$ cat src/shared/pps_regs.svh
// Constants of the power-path sequencer: offsets, fields, resets, timing.
//
// Contract
// - Start on request low without valid adapter, or on valid adapter arrival.
// - Pushbutton start switches the system rail on before any regulator.
// - Rail at 90% enables regulators one, three, five while group enable low.
// - Always-on group good starts 800 ms long reset hold, then releases it.
// - After long reset release, switchable group follows its enable input.
// - Switchable group good starts 10 ms timer, then short reset releases.
// - Request state is latched while adapter or battery stays connected.
// - Adapter above threshold turns system on; rail fed from adapter or battery.
// - Path select low with adapter feeds rail through the internal regulator.
// - Path select high or software force ties battery straight to the rail.
// - No adapter while enabled connects the rail directly to the battery.
// - Adapter start enables charger on adapter valid, raises charge indicator.
// - Battery only: always-on enable held low powers the device down.
// - Valid adapter refuses power-down; group enables still gate their groups.
// - Adapter removal powers down unless latched; a mere sag keeps power on.
// - Shutdown discharges every regulator output through its pull-down path.
// - Battery only puts charger to sleep and runs regulators from battery.
// - Adapter present runs converters from adapter, battery off the converters.
`ifndef PPS_REGS_SVH
`define PPS_REGS_SVH

// Register map, byte addresses
`define PPS_ADDR_CTRL 8'h00
`define PPS_ADDR_STATUS 8'h04

// Control field positions and reset value
`define PPS_CTRL_FORCE_BAT 0
`define PPS_CTRL_RESET 32'h00000000

// Pin synchroniser reset: active-low request and enables read as released
`define PPS_PINS_IDLE 10'h380

// Status field positions
`define PPS_ST_STATE_LSB 0
`define PPS_ST_LATCHED 8
`define PPS_ST_RAIL_ADP 9
`define PPS_ST_RAIL_BAT 10
`define PPS_ST_LONG_RST 11
`define PPS_ST_SHORT_RST 12

// Timing: clock rate and printed times
`define PPS_CLK_HZ 64'd20000000
`define PPS_LONG_RESET_MS 64'd800
`define PPS_SHORT_RESET_MS 64'd10
`define PPS_POWER_DOWN_MS 64'd1000
`define PPS_MS_TO_CYC(ms) (((ms) * `PPS_CLK_HZ) / 64'd1000)

`endif

$ cat src/shared/pps_pkg.sv
// Types shared by the power-path sequencer files.
package pps_pkg;

    // Sequencer states, one-hot
    typedef enum logic [4:0] {
        PPS_OFF = 5'b00001,
        PPS_RAIL_UP = 5'b00010,
        PPS_AON_UP = 5'b00100,
        PPS_LONG_WAIT = 5'b01000,
        PPS_RUN = 5'b10000
    } pps_state_e;

    // Pins arriving from outside the clock domain
    typedef struct packed {
        logic system_power_request_n;
        logic always_on_group_enable_n;
        logic switchable_group_enable_n;
        logic adapter_connected;
        logic adapter_valid;
        logic battery_present;
        logic path_select;
        logic system_rail_good;
        logic always_on_group_good;
        logic switchable_group_good;
    } pps_pins_s;

    // Power-path switch controls
    typedef struct packed {
        logic rail_from_adapter;
        logic rail_from_battery;
        logic converters_from_adapter;
        logic converters_from_battery;
    } pps_path_s;

endpackage : pps_pkg

$ cat src/rtl/pps_timer.sv
// Delay timer: counts while run is high, done once the count is reached.
module pps_timer #(
    parameter int unsigned CYCLES = 32'd1
) (
    input logic sys_clk_i,
    input logic rst_n_i,
    input logic run_i,
    output logic done_o
);

    logic [31:0] count;
    logic [31:0] next_count;
    logic at_end;

    // Saturate at the end so done stays high while run stays high
    assign at_end = (count == CYCLES);
    assign next_count = !run_i ? 32'h00000000 :
                        at_end ? count : count + 32'h00000001;
    assign done_o = at_end && run_i;

    // Counter register
    always_ff @(posedge sys_clk_i) begin
        if (!rst_n_i) begin
            count <= 32'h00000000;
        end else begin
            count <= next_count;
        end
    end

endmodule : pps_timer

$ cat src/rtl/pps_sequencer.sv
// Power-path selection and start-up/shut-down sequencer top level.
//
// The implementer's own choices: the register addresses and the strobed register port.
`include "pps_regs.svh"

module pps_sequencer #(
    parameter int unsigned LONG_RESET_CYCLES =
        32'(`PPS_MS_TO_CYC(`PPS_LONG_RESET_MS)),
    parameter int unsigned SHORT_RESET_CYCLES =
        32'(`PPS_MS_TO_CYC(`PPS_SHORT_RESET_MS)),
    parameter int unsigned POWER_DOWN_CYCLES =
        32'(`PPS_MS_TO_CYC(`PPS_POWER_DOWN_MS))
) (
    input logic sys_clk_i,
    input logic rst_n_i,
    input pps_pkg::pps_pins_s pins_i,
    input logic [7:0] addr_i,
    input logic [31:0] wr_data_i,
    input logic wr_en_i,
    input logic rd_en_i,
    output logic [31:0] rd_data_o,
    output pps_pkg::pps_path_s path_o,
    output logic [2:0] always_on_group_en_o,
    output logic [2:0] switchable_group_en_o,
    output logic [5:0] discharge_en_o,
    output logic long_power_reset_n_o,
    output logic short_processor_reset_n_o,
    output logic charger_enable_o,
    output logic charger_sleep_o,
    output logic charge_indicator_o
);

    // ------------------------------------------------------------------
    // Pin synchronisers
    // ------------------------------------------------------------------
    pps_pkg::pps_pins_s pins_meta;
    pps_pkg::pps_pins_s pins_q;

    // Two stages; only the second stage is read by logic
    always_ff @(posedge sys_clk_i) begin
        if (!rst_n_i) begin
            pins_meta <= `PPS_PINS_IDLE;
            pins_q <= `PPS_PINS_IDLE;
        end else begin
            pins_meta <= pins_i;
            pins_q <= pins_meta;
        end
    end

    // Named views of the synchronised pins
    logic req_low;
    logic aon_req;
    logic sw_req;
    logic adp_conn;
    logic adp_valid;
    logic bat_ok;
    logic path_sel;
    logic rail_good;
    logic aon_good;
    logic sw_good;

    assign req_low = !pins_q.system_power_request_n;
    assign aon_req = !pins_q.always_on_group_enable_n;
    assign sw_req = !pins_q.switchable_group_enable_n;
    assign adp_conn = pins_q.adapter_connected;
    assign adp_valid = pins_q.adapter_valid;
    assign bat_ok = pins_q.battery_present;
    assign path_sel = pins_q.path_select;
    assign rail_good = pins_q.system_rail_good;
    assign aon_good = pins_q.always_on_group_good;
    assign sw_good = pins_q.switchable_group_good;

    // ------------------------------------------------------------------
    // Control register
    // ------------------------------------------------------------------
    logic [31:0] ctrl;
    logic [31:0] next_ctrl;
    logic force_bat;
    logic wr_ctrl;

    // Only the force bit is writable; other bits stay zero
    assign wr_ctrl = wr_en_i && (addr_i == `PPS_ADDR_CTRL);
    assign next_ctrl = wr_ctrl ?
        (wr_data_i & (32'h00000001 << `PPS_CTRL_FORCE_BAT)) : ctrl;
    assign force_bat = ctrl[`PPS_CTRL_FORCE_BAT];

    always_ff @(posedge sys_clk_i) begin
        if (!rst_n_i) begin
            ctrl <= `PPS_CTRL_RESET;
        end else begin
            ctrl <= next_ctrl;
        end
    end

    // ------------------------------------------------------------------
    // Supply conditions
    // ------------------------------------------------------------------
    logic any_supply;
    logic battery_only;

    // Battery alone: adapter absent or below its threshold
    assign any_supply = adp_conn || bat_ok;
    assign battery_only = bat_ok && !adp_valid;

    // ------------------------------------------------------------------
    // Request latch
    // ------------------------------------------------------------------
    logic latched;
    logic next_latched;
    logic latch_set;
    logic latch_clr;
    logic pd_done;

    // Set wins over clear so a press during a power-down is kept
    assign latch_set = req_low && any_supply;
    assign latch_clr = !any_supply || pd_done;
    assign next_latched = latch_set ? 1'b1 :
                          latch_clr ? 1'b0 : latched;

    always_ff @(posedge sys_clk_i) begin
        if (!rst_n_i) begin
            latched <= 1'b0;
        end else begin
            latched <= next_latched;
        end
    end

    // ------------------------------------------------------------------
    // Sequencer state
    // ------------------------------------------------------------------
    pps_pkg::pps_state_e state;
    pps_pkg::pps_state_e next_state;
    logic powered;
    logic long_done;
    logic short_done;
    logic start_req;
    logic button_start;
    logic adapter_start;
    logic shutdown;
    logic removal_off;

    assign button_start = req_low && !adp_valid && bat_ok;
    assign adapter_start = adp_valid;
    assign start_req = button_start || adapter_start;

    // Sag keeps connection, so only a real removal drops an unlatched system
    assign removal_off = !adp_conn && !latched;
    // A valid adapter blocks every power-down path
    assign shutdown = !adp_valid &&
        (!any_supply || removal_off || pd_done);

    assign powered = (state != pps_pkg::PPS_OFF);

    // Leaves off on a start request, then advances only on power-good inputs and timer ends
    always_comb begin
        next_state = state;
        unique case (state)
            pps_pkg::PPS_OFF: begin
                if (start_req) begin
                    next_state = pps_pkg::PPS_RAIL_UP;
                end
            end
            pps_pkg::PPS_RAIL_UP: begin
                if (rail_good) begin
                    next_state = pps_pkg::PPS_AON_UP;
                end
            end
            pps_pkg::PPS_AON_UP: begin
                if (aon_good && aon_req) begin
                    next_state = pps_pkg::PPS_LONG_WAIT;
                end
            end
            pps_pkg::PPS_LONG_WAIT: begin
                if (long_done) begin
                    next_state = pps_pkg::PPS_RUN;
                end
            end
            pps_pkg::PPS_RUN: begin
                next_state = pps_pkg::PPS_RUN;
            end
            default: begin
                next_state = pps_pkg::PPS_OFF;
            end
        endcase
        // Shutdown overrides any stage of the sequence
        if (powered && shutdown) begin
            next_state = pps_pkg::PPS_OFF;
        end
    end

    always_ff @(posedge sys_clk_i) begin
        if (!rst_n_i) begin
            state <= pps_pkg::PPS_OFF;
        end else begin
            state <= next_state;
        end
    end

    // ------------------------------------------------------------------
    // Timers
    // ------------------------------------------------------------------
    logic long_run;
    logic short_run;
    logic pd_run;
    logic in_run;

    assign in_run = (state == pps_pkg::PPS_RUN);
    assign long_run = (state == pps_pkg::PPS_LONG_WAIT);
    assign short_run = in_run && sw_req && sw_good;
    // Holding the always-on enable low on battery alone counts down
    assign pd_run = in_run && battery_only && aon_req;

    pps_timer #(
        .CYCLES(LONG_RESET_CYCLES)
    ) u_long_timer (
        .sys_clk_i(sys_clk_i),
        .rst_n_i(rst_n_i),
        .run_i(long_run),
        .done_o(long_done)
    );

    pps_timer #(
        .CYCLES(SHORT_RESET_CYCLES)
    ) u_short_timer (
        .sys_clk_i(sys_clk_i),
        .rst_n_i(rst_n_i),
        .run_i(short_run),
        .done_o(short_done)
    );

    pps_timer #(
        .CYCLES(POWER_DOWN_CYCLES)
    ) u_pd_timer (
        .sys_clk_i(sys_clk_i),
        .rst_n_i(rst_n_i),
        .run_i(pd_run),
        .done_o(pd_done)
    );

    // ------------------------------------------------------------------
    // Regulator group enables
    // ------------------------------------------------------------------
    logic aon_stage;
    logic aon_on;
    logic sw_on;
    logic [2:0] next_aon_en;
    logic [2:0] next_sw_en;

    // Rail stage powers nothing but the rail itself
    assign aon_stage = (state == pps_pkg::PPS_AON_UP) ||
                       (state == pps_pkg::PPS_LONG_WAIT) || in_run;
    assign aon_on = aon_stage && aon_req;
    // Gated by the long reset so an early host enable does nothing
    assign sw_on = in_run && sw_req;
    assign next_aon_en = {3{aon_on}};
    assign next_sw_en = {3{sw_on}};

    always_ff @(posedge sys_clk_i) begin
        if (!rst_n_i) begin
            always_on_group_en_o <= 3'h0;
            switchable_group_en_o <= 3'h0;
        end else begin
            always_on_group_en_o <= next_aon_en;
            switchable_group_en_o <= next_sw_en;
        end
    end

    // Every disabled output is pulled down to empty its capacitor
    always_ff @(posedge sys_clk_i) begin
        if (!rst_n_i) begin
            discharge_en_o <= 6'h3F;
        end else begin
            discharge_en_o <= ~{next_sw_en, next_aon_en};
        end
    end

    // ------------------------------------------------------------------
    // Processor resets
    // ------------------------------------------------------------------
    logic next_long_rst_n;
    logic next_short_rst_n;

    assign next_long_rst_n = in_run;
    // Short reset falls again if the switchable group drops
    assign next_short_rst_n = in_run && short_done;

    always_ff @(posedge sys_clk_i) begin
        if (!rst_n_i) begin
            long_power_reset_n_o <= 1'b0;
            short_processor_reset_n_o <= 1'b0;
        end else begin
            long_power_reset_n_o <= next_long_rst_n;
            short_processor_reset_n_o <= next_short_rst_n;
        end
    end

    // ------------------------------------------------------------------
    // Power path
    // ------------------------------------------------------------------
    pps_pkg::pps_path_s next_path;
    logic use_adapter_rail;

    // Regulated adapter feed unless the pin or software picks battery
    assign use_adapter_rail = adp_valid && !path_sel && !force_bat;

    always_comb begin
        next_path = '0;
        if (powered) begin
            next_path.rail_from_adapter = use_adapter_rail;
            // Battery switch closes for force, pin high or no adapter
            next_path.rail_from_battery = !use_adapter_rail;
            next_path.converters_from_adapter = adp_valid;
            next_path.converters_from_battery = !adp_valid;
        end
    end

    always_ff @(posedge sys_clk_i) begin
        if (!rst_n_i) begin
            path_o <= '0;
        end else begin
            path_o <= next_path;
        end
    end

    // ------------------------------------------------------------------
    // Charger control
    // ------------------------------------------------------------------
    logic next_chg_en;
    logic next_chg_sleep;

    assign next_chg_en = adp_valid;
    // Sleep saves battery current whenever the adapter is gone
    assign next_chg_sleep = !adp_valid;

    always_ff @(posedge sys_clk_i) begin
        if (!rst_n_i) begin
            charger_enable_o <= 1'b0;
            charger_sleep_o <= 1'b1;
            charge_indicator_o <= 1'b0;
        end else begin
            charger_enable_o <= next_chg_en;
            charger_sleep_o <= next_chg_sleep;
            charge_indicator_o <= next_chg_en;
        end
    end

    // ------------------------------------------------------------------
    // Register read port
    // ------------------------------------------------------------------
    logic [31:0] status;
    logic [31:0] next_rd_data;
    logic rd_ctrl;
    logic rd_status;

    // Status shows live sequencer state and path outputs
    always_comb begin
        status = 32'h00000000;
        status[`PPS_ST_STATE_LSB +: 5] = state;
        status[`PPS_ST_LATCHED] = latched;
        status[`PPS_ST_RAIL_ADP] = path_o.rail_from_adapter;
        status[`PPS_ST_RAIL_BAT] = path_o.rail_from_battery;
        status[`PPS_ST_LONG_RST] = long_power_reset_n_o;
        status[`PPS_ST_SHORT_RST] = short_processor_reset_n_o;
    end

    // Unmapped addresses and idle cycles read as zero
    assign rd_ctrl = rd_en_i && (addr_i == `PPS_ADDR_CTRL);
    assign rd_status = rd_en_i && (addr_i == `PPS_ADDR_STATUS);
    assign next_rd_data = rd_ctrl ? ctrl :
                          rd_status ? status : 32'h00000000;

    always_ff @(posedge sys_clk_i) begin
        if (!rst_n_i) begin
            rd_data_o <= 32'h00000000;
        end else begin
            rd_data_o <= next_rd_data;
        end
    end

endmodule : pps_sequencer

$ cat config.mk
export PLATFORM = sky130hd
export DESIGN_NAME = pps_sequencer
export DESIGN_NICKNAME = d
export VERILOG_FILES = /design/src/shared/pps_pkg.sv /design/src/rtl/pps_timer.sv /design/src/rtl/pps_sequencer.sv
export VERILOG_INCLUDE_DIRS = /design/src /design/src/shared
export SDC_FILE = /design/constraint.sdc
export NUM_CORES = 1
export LEC_CHECK = 0
export BUFFER_PORTS_ARGS = -buffer_cell sky130_fd_sc_hd__buf_4
export CAP_MARGIN = 20
export CORE_UTILIZATION = 53
export CTS_BUF_LIST = sky130_fd_sc_hd__clkbuf_8
export CTS_CLUSTER_SIZE = 20
export DETAILED_ROUTE_END_ITERATION = 8
export PLACE_DENSITY = 0.89
export SLEW_MARGIN = 20
export SYNTH_ARGS = -nofsm -noshare
export SYNTH_HDL_FRONTEND = slang
export SYNTH_HIERARCHICAL = 1
export SYNTH_SLANG_ARGS = --single-unit
$ cat constraint.sdc
create_clock -name sys_clk_i -period 2.2 [get_ports sys_clk_i]
set_input_delay 0.66 -clock sys_clk_i [delete_from_list [all_inputs] [get_ports sys_clk_i]]
set_output_delay 0.66 -clock sys_clk_i [all_outputs]
set_load 0.1 [all_outputs]
# Word-level counts from Yosys, hierarchy flattened
# Index checks and enable logic that the tools add are counted.
# totals
register_bits,149
in_bits,54
out_inout_bits,53
elab_cells,116
# op_classes
add_sub_neg,3
eq_ne,14
n_mux,9
bitwise,3
reduce_logical,48
# op_table
cell,n
"adder 32 x 1 -> 32 bit, second input constant",3
"== test 32 x 18 -> 1 bit, second input constant",1
"== test 32 x 24 -> 1 bit, second input constant",1
"== test 32 x 25 -> 1 bit, second input constant",1
case mux 5 bit (5 select lines),1
logical AND 1 bit,22
two-way mux 5 bit,4
zero test 1 bit,10
"== test 8 x 3 -> 1 bit, second input constant",1
zero test 8 bit,1
"!= test 2 bit, second input constant",4
AND reduction 2 bit,4
logical OR 1 bit,7
inverter 6 bit,1
"== test 5 x 1 -> 1 bit, second input constant",1
"== test 5 x 2 -> 1 bit, second input constant",1
"== test 5 x 3 -> 1 bit, second input constant",1
"== test 5 x 4 -> 1 bit, second input constant",1
"== test 5 bit, second input constant",1
"!= test 5 x 1 -> 1 bit, second input constant",1
two-way mux 1 bit,4
AND reduction 4 bit,1
OR reduction 3 bit,1
inverter 1 bit,2
2 further kinds,2

# Logic depth before layout (Yosys ltp)
# depth
word_depth,9
depth_mapped,8
depth_no_buf,8

# By module
# The synthesis kept the hierarchy.
# by_module_without_submodules
module,n_inst,cells_each,area_each_um2,seq_area_each_um2
pps_sequencer,1,188,1900.6,980.9
pps_timer at u_pd_timer,1,201,1681.6,640.6
pps_timer at u_long_timer,1,202,1646.6,640.6
pps_timer at u_short_timer,1,191,1590.3,640.6

# Worst setup path before layout
# OpenSTA, ideal clock, no wires.
# synth_timing
path_kind,register to output
start,register always_on_group_en_o[0] (netlist name)
end,output always_on_group_en_o[1]
arrival_time_ps,1374
required_time_ps,1540
path_slack_ps,166
stages_incl_launch_ff,2
path_buffers,1
cell_sequence,dfxtp_1 > buf_4
# synth_lines
item,line_no,rtl
"end, declared",pps_sequencer.sv:23,"output logic [2:0] always_on_group_en_o,"
# No word-level cell between the ends.

# Final worst setup path
# layout_timing
start,register u_pd_timer.count[0]
end,register state[4]
# layout_via
elab_chain_cells,6
# layout_rtl
item,line_no,rtl
"start, declared",pps_timer.sv:11,logic [31:0] count;
"start signal, assigned",pps_timer.sv:26,count <= next_count;
== test 32 x 25 -> 1 bit,pps_timer.sv:16,assign at_end = (count == CYCLES);
logical AND 1 bit,pps_timer.sv:19,assign done_o = at_end && run_i;
named net pd_done,pps_sequencer.sv:112,logic pd_done;
logical OR 1 bit,pps_sequencer.sv:150,(!any_supply || removal_off || pd_done);
logical AND 1 bit,pps_sequencer.sv:149,assign shutdown = !adp_valid &&
logical AND 1 bit,pps_sequencer.sv:186,if (powered && shutdown) begin
OR reduction 2 bit (no source line),-,
"end signal, assigned",pps_sequencer.sv:193,state <= pps_pkg::PPS_OFF;
"end signal, assigned",pps_sequencer.sv:195,state <= next_state;
"end, declared",pps_sequencer.sv:131,pps_pkg::pps_state_e state;
# The timed path passes the listed nets, and every way through them passes these cells.
# A chain may end at the register's enable or synchronous reset.

==> run summary <==
The flow ran to the end, and the final reports show no timing, DRC or antenna violations. The library cell with the largest summed area after synthesis is dfxtp_1. The global routing usage summed across all routing layers is 23.0%. The longest individual stage delay on the worst path came out at 380 ps.

The share of synthesized registers carrying an async set or reset came out at 0%. The die outline height is 115 µm. The combinational group share of total power is 5.9%.

In the final timing run, aggregate negative setup slack is 0 ps. For this run, the top clock speed supported by timing is 465 MHz. The share of the clock period used by the worst path after layout came out at 97.8%. The multi-input combinational cells in the finished layout cover a total of 3520 µm². The average vias per placed instance is 5.77.

The routed length per placed instance came out at 14.2 µm. The area share of the leading cell type in the synthesized netlist came out at 42.6%. The number of rows created at floorplan is 41. The wire length reported by the detailed router came out at 14.6 mm. The initial antenna violation count came out at 0. The TritonCTS clock tree is built.

The startpoint identified for the worst register-to-register timing path is u_pd_timer/count[0]. In this run, synthesis produced a sequential element count of 145. The clock network latency to the later pin of the worst-skew pair is 450 ps. The number of buffers added to fix hold violations after cts is 0. Each instance of the synthesized netlist takes up on average 8.72 µm².

Setup repair after global routing could not meet its margin everywhere. The first-pass GRT wire length is 24.3 mm. The port buffer count came out at 53.

The antenna violation net count after detailed routing is 0. The kind of critical path is flip-flop to flip-flop. For hold timing, the worst endpoint is pins_meta[7]. The worst setup path is captured at a flip-flop. The post-detailed-route DRC marker count is 0. The signed area change from the synthesized netlist to the final layout is 14.4%. The number of synthesis warnings came out at 6. The clock net sink count is 145.

The final setup violation count is 0. The post-CTS setup repair buffer count came out at 0. The clock passes through at most 2 buffers. The final hold violation count came out at 0. The antenna diode count is 0.

The vias after detailed routing came out at 5951. The startpoint identified for the worst hold timing path is pins_i[7]. The number of pins with negative max-slew slack in the final report is 0. Among the stages of the critical path, the cell type that occurs most often is and3_1. Buffers inserted during clock tree synthesis total 17. The commonest cells after synthesis are 145 x dfxtp_1, 51 x a21oi_1, 46 x nand2_1, 43 x nor2_1, 36 x nand3_1. The DRC violation total after the first TritonRoute iteration is 443. The worst register-to-register path has a depth of 8.

The internal portion of total power is 3650 µW. The headroom to the max-slew limit came out at 61.8%. The static power due to leakage is 0.00263 µW. Walking the worst path, the cells encountered are inv_1, ha_1, nor4bb_1, and4_1, and3_1, nand3b_1, and3_1, a2111oi_1. The area enclosed by the die boundary is 13300 µm². The most used flip-flop cell after synthesis is dfxtp_1. Setup slack on the critical path of the routed design comes to 49.3 ps. Power spread over the standard cell area amounts to 629 nW/µm².

The filler cells instantiated in the layout total 1039. The number of cells upsized or downsized after cts came out at 2. Net switching is 25.6% of the power.

Of all nets on the critical path, the largest fanout is 4. The number of global-route vias before repair was 5335. The worst setup slack before clock tree synthesis came out at 8.14 ps. The sequential share of power is 54.1%. The initial cell density of the core is 54.3%. The slew at the pin closest to its max-slew limit is 571 ps.

The width of the die is 115 µm. The worst setup path is launched from a flip-flop. The maximum ir drop on the vdd rail came out at 346 µV. Synthesis handed over a netlist of 782 instances. The total standard cell area after synthesis is 6820 µm². The worst register-to-register path ends at state[4]. Sequential cells were found to cover 42.6% of the synthesized design area. The hold path depth is 2. The clock tree root buffer cell is clkbuf_8. Clock skew on the completed layout was measured at 10.3 ps. The clock edge transition at the registers on the reported setup and hold paths is 80 ps.

The first-pass detailed-route iteration total came out at 5. The tool flagged a number of max-cap violations equal to 0. The cell with the largest stage delay on the worst path is a2111oi_1. The net switching component of the power came out at 1260 µW. The final layout net count is 907.

The arrival time of data at the critical path endpoint is 2480 ps. The class of the most critical hold timing path is input pin to flip-flop. The number of distinct library cells after synthesis came out at 58.

The HPWL after detailed placement is 10.5 mm. The number of synthesized flops with an enable pin is 0. In the final layout, the share of cells above drive strength 1 is 16.0%. In the post-synthesis netlist, the cell with the most instances is dfxtp_1. The number of H-tree levels came out at 4. The flip-flop and latch area is 2910 µm². The internal reg-to-reg setup slack is 50 ps. The post-layout minimum cycle time is 2150 ps. Yosys attributes the largest share of cell area to dfxtp_1 43%, a21oi_1 3.7%, buf_4 3.5%, or4_1 3.5%, xnor2_1 2.8%. The final global-route overflow total came out at 0.

The placer congestion estimate is 0.884. For this design the top-level I/O count stands at 107. The core region is 12600 µm².

For the worst setup path, the data required time is 2520 ps. The largest net degree at the start of global routing is 23. Of the total power, the clock network draws 40.0%.
==> how the worst max path moves through the flow <==
| stage | from | end | slack, ps | depth (start not counted) |
|---|---|---|---|---|
| 2_1_floorplan | always_on_group_en_o[0] | always_on_group_en_o[1] | 170 | 1 |
| 3_3_place_gp | state[3] | u_pd_timer/count[20] | -10 | 7 |
| 3_5_place_dp | state[3] | u_pd_timer/count[24] | 8 | 7 |
| 4_1_cts | u_short_timer/count[1] | u_short_timer/count[30] | 40 | 5 |
| 5_1_grt | u_pd_timer/count[0] | state[2] | -50 | 8 |
| 6_report | u_pd_timer/count[0] | state[4] | 50 | 8 |
==> worst max-delay path: cells and delay by family (launching register included) <==
family	cells	cell delay, ps
buffers and inverters	1	70
AND/OR/NAND/NOR	5	1010
flip-flops	1	370
AO/OA/AOI/OAI	1	380
adder cells (fa/ha/maj)	1	210
==> placed cells by master (no fill, tap or decap), types with 4 or more instances in the layout <==
cell type	count
or4_4	4
clkbuf_8	19
clkinvlp_4	4
and2_1	30
nand3_1	36
nand4_1	28
and4_1	16
xor2_1	11
nor4_1	26
a21oi_1	51
nor3_1	21
nand2b_1	18
nor4b_1	6
conb_1	22
inv_1	29
nor2b_1	7
nand2_1	45
o21ai_0	28
and3_1	13
dfxtp_1	142
or4_1	29
ha_1	5
o31ai_1	22
mux2i_1	9
nor2_1	43
o211ai_1	7
buf_4	90
xnor2_1	22
or3_1	19
nor4bb_1	5
==> per-layer routing <==
metal	track usage (%)	routed length [µm]
met1	29.4	6610
met3	4.60	754
met5	0	0
met4	10.4	287
met2	37.5	6960
==> through the flow <==
step	instances	cell area, µm²	util, %	total power [µW]	hold slack, ps
after floorplan	803	6900	-	2980	386
after global placement	1000	7400	58.9	3000	392
after detailed placement	1000	7400	58.9	3000	392
after CTS	1032	7780	61.9	4940	386
after global routing	1032	7800	62.1	5060	391
final	1032	7800	62.1	4910	405
==> layout make-up <==
cell class	count	share of cell area [%]
flip-flops and latches	145	37.3
repair buffers	90	8.66
clock buffers	19	3.35
multi-input cells	565	45.1
clock inverters	13	1.46
inverters	28	1.35
well taps	172	2.76
==> state kept, by name, indices dropped and copies added, names as in the netlist, 2 cells and up <==
signal	cells
u_pd_timer/count	32
u_long_timer/count	32
rd_data_o	10
state	5
path_o	4
pins_meta	10
pins_q	3
discharge_en_o	2
u_short_timer/count	32
==> power groups by stage <==
stage	combinational, µW	sequential [µW]	clock, µW
finish	292	2650	1960
global route	304	2660	2100
CTS	290	2650	1990
detailed placement	290	2720	0
global placement	288	2710	0
floorplan	240	2740	0
==> logic make-up (layout without fill, tap and decap cells) <==
kind of cell	Yosys count	after routing	share of synthesized area, %
AO/OA/AOI/OAI	130	130	11.9
XOR/XNOR	33	33	4.24
adder cells (fa/ha/maj)	6	6	1.10
buffers and inverters	93	150	7.23
flip-flops	145	145	42.6
multiplexers	9	9	1.32
other	1	22	0.0550
AND/OR/NAND/NOR	365	365	31.6
Note: power is estimated with default switching activity, not from simulation.
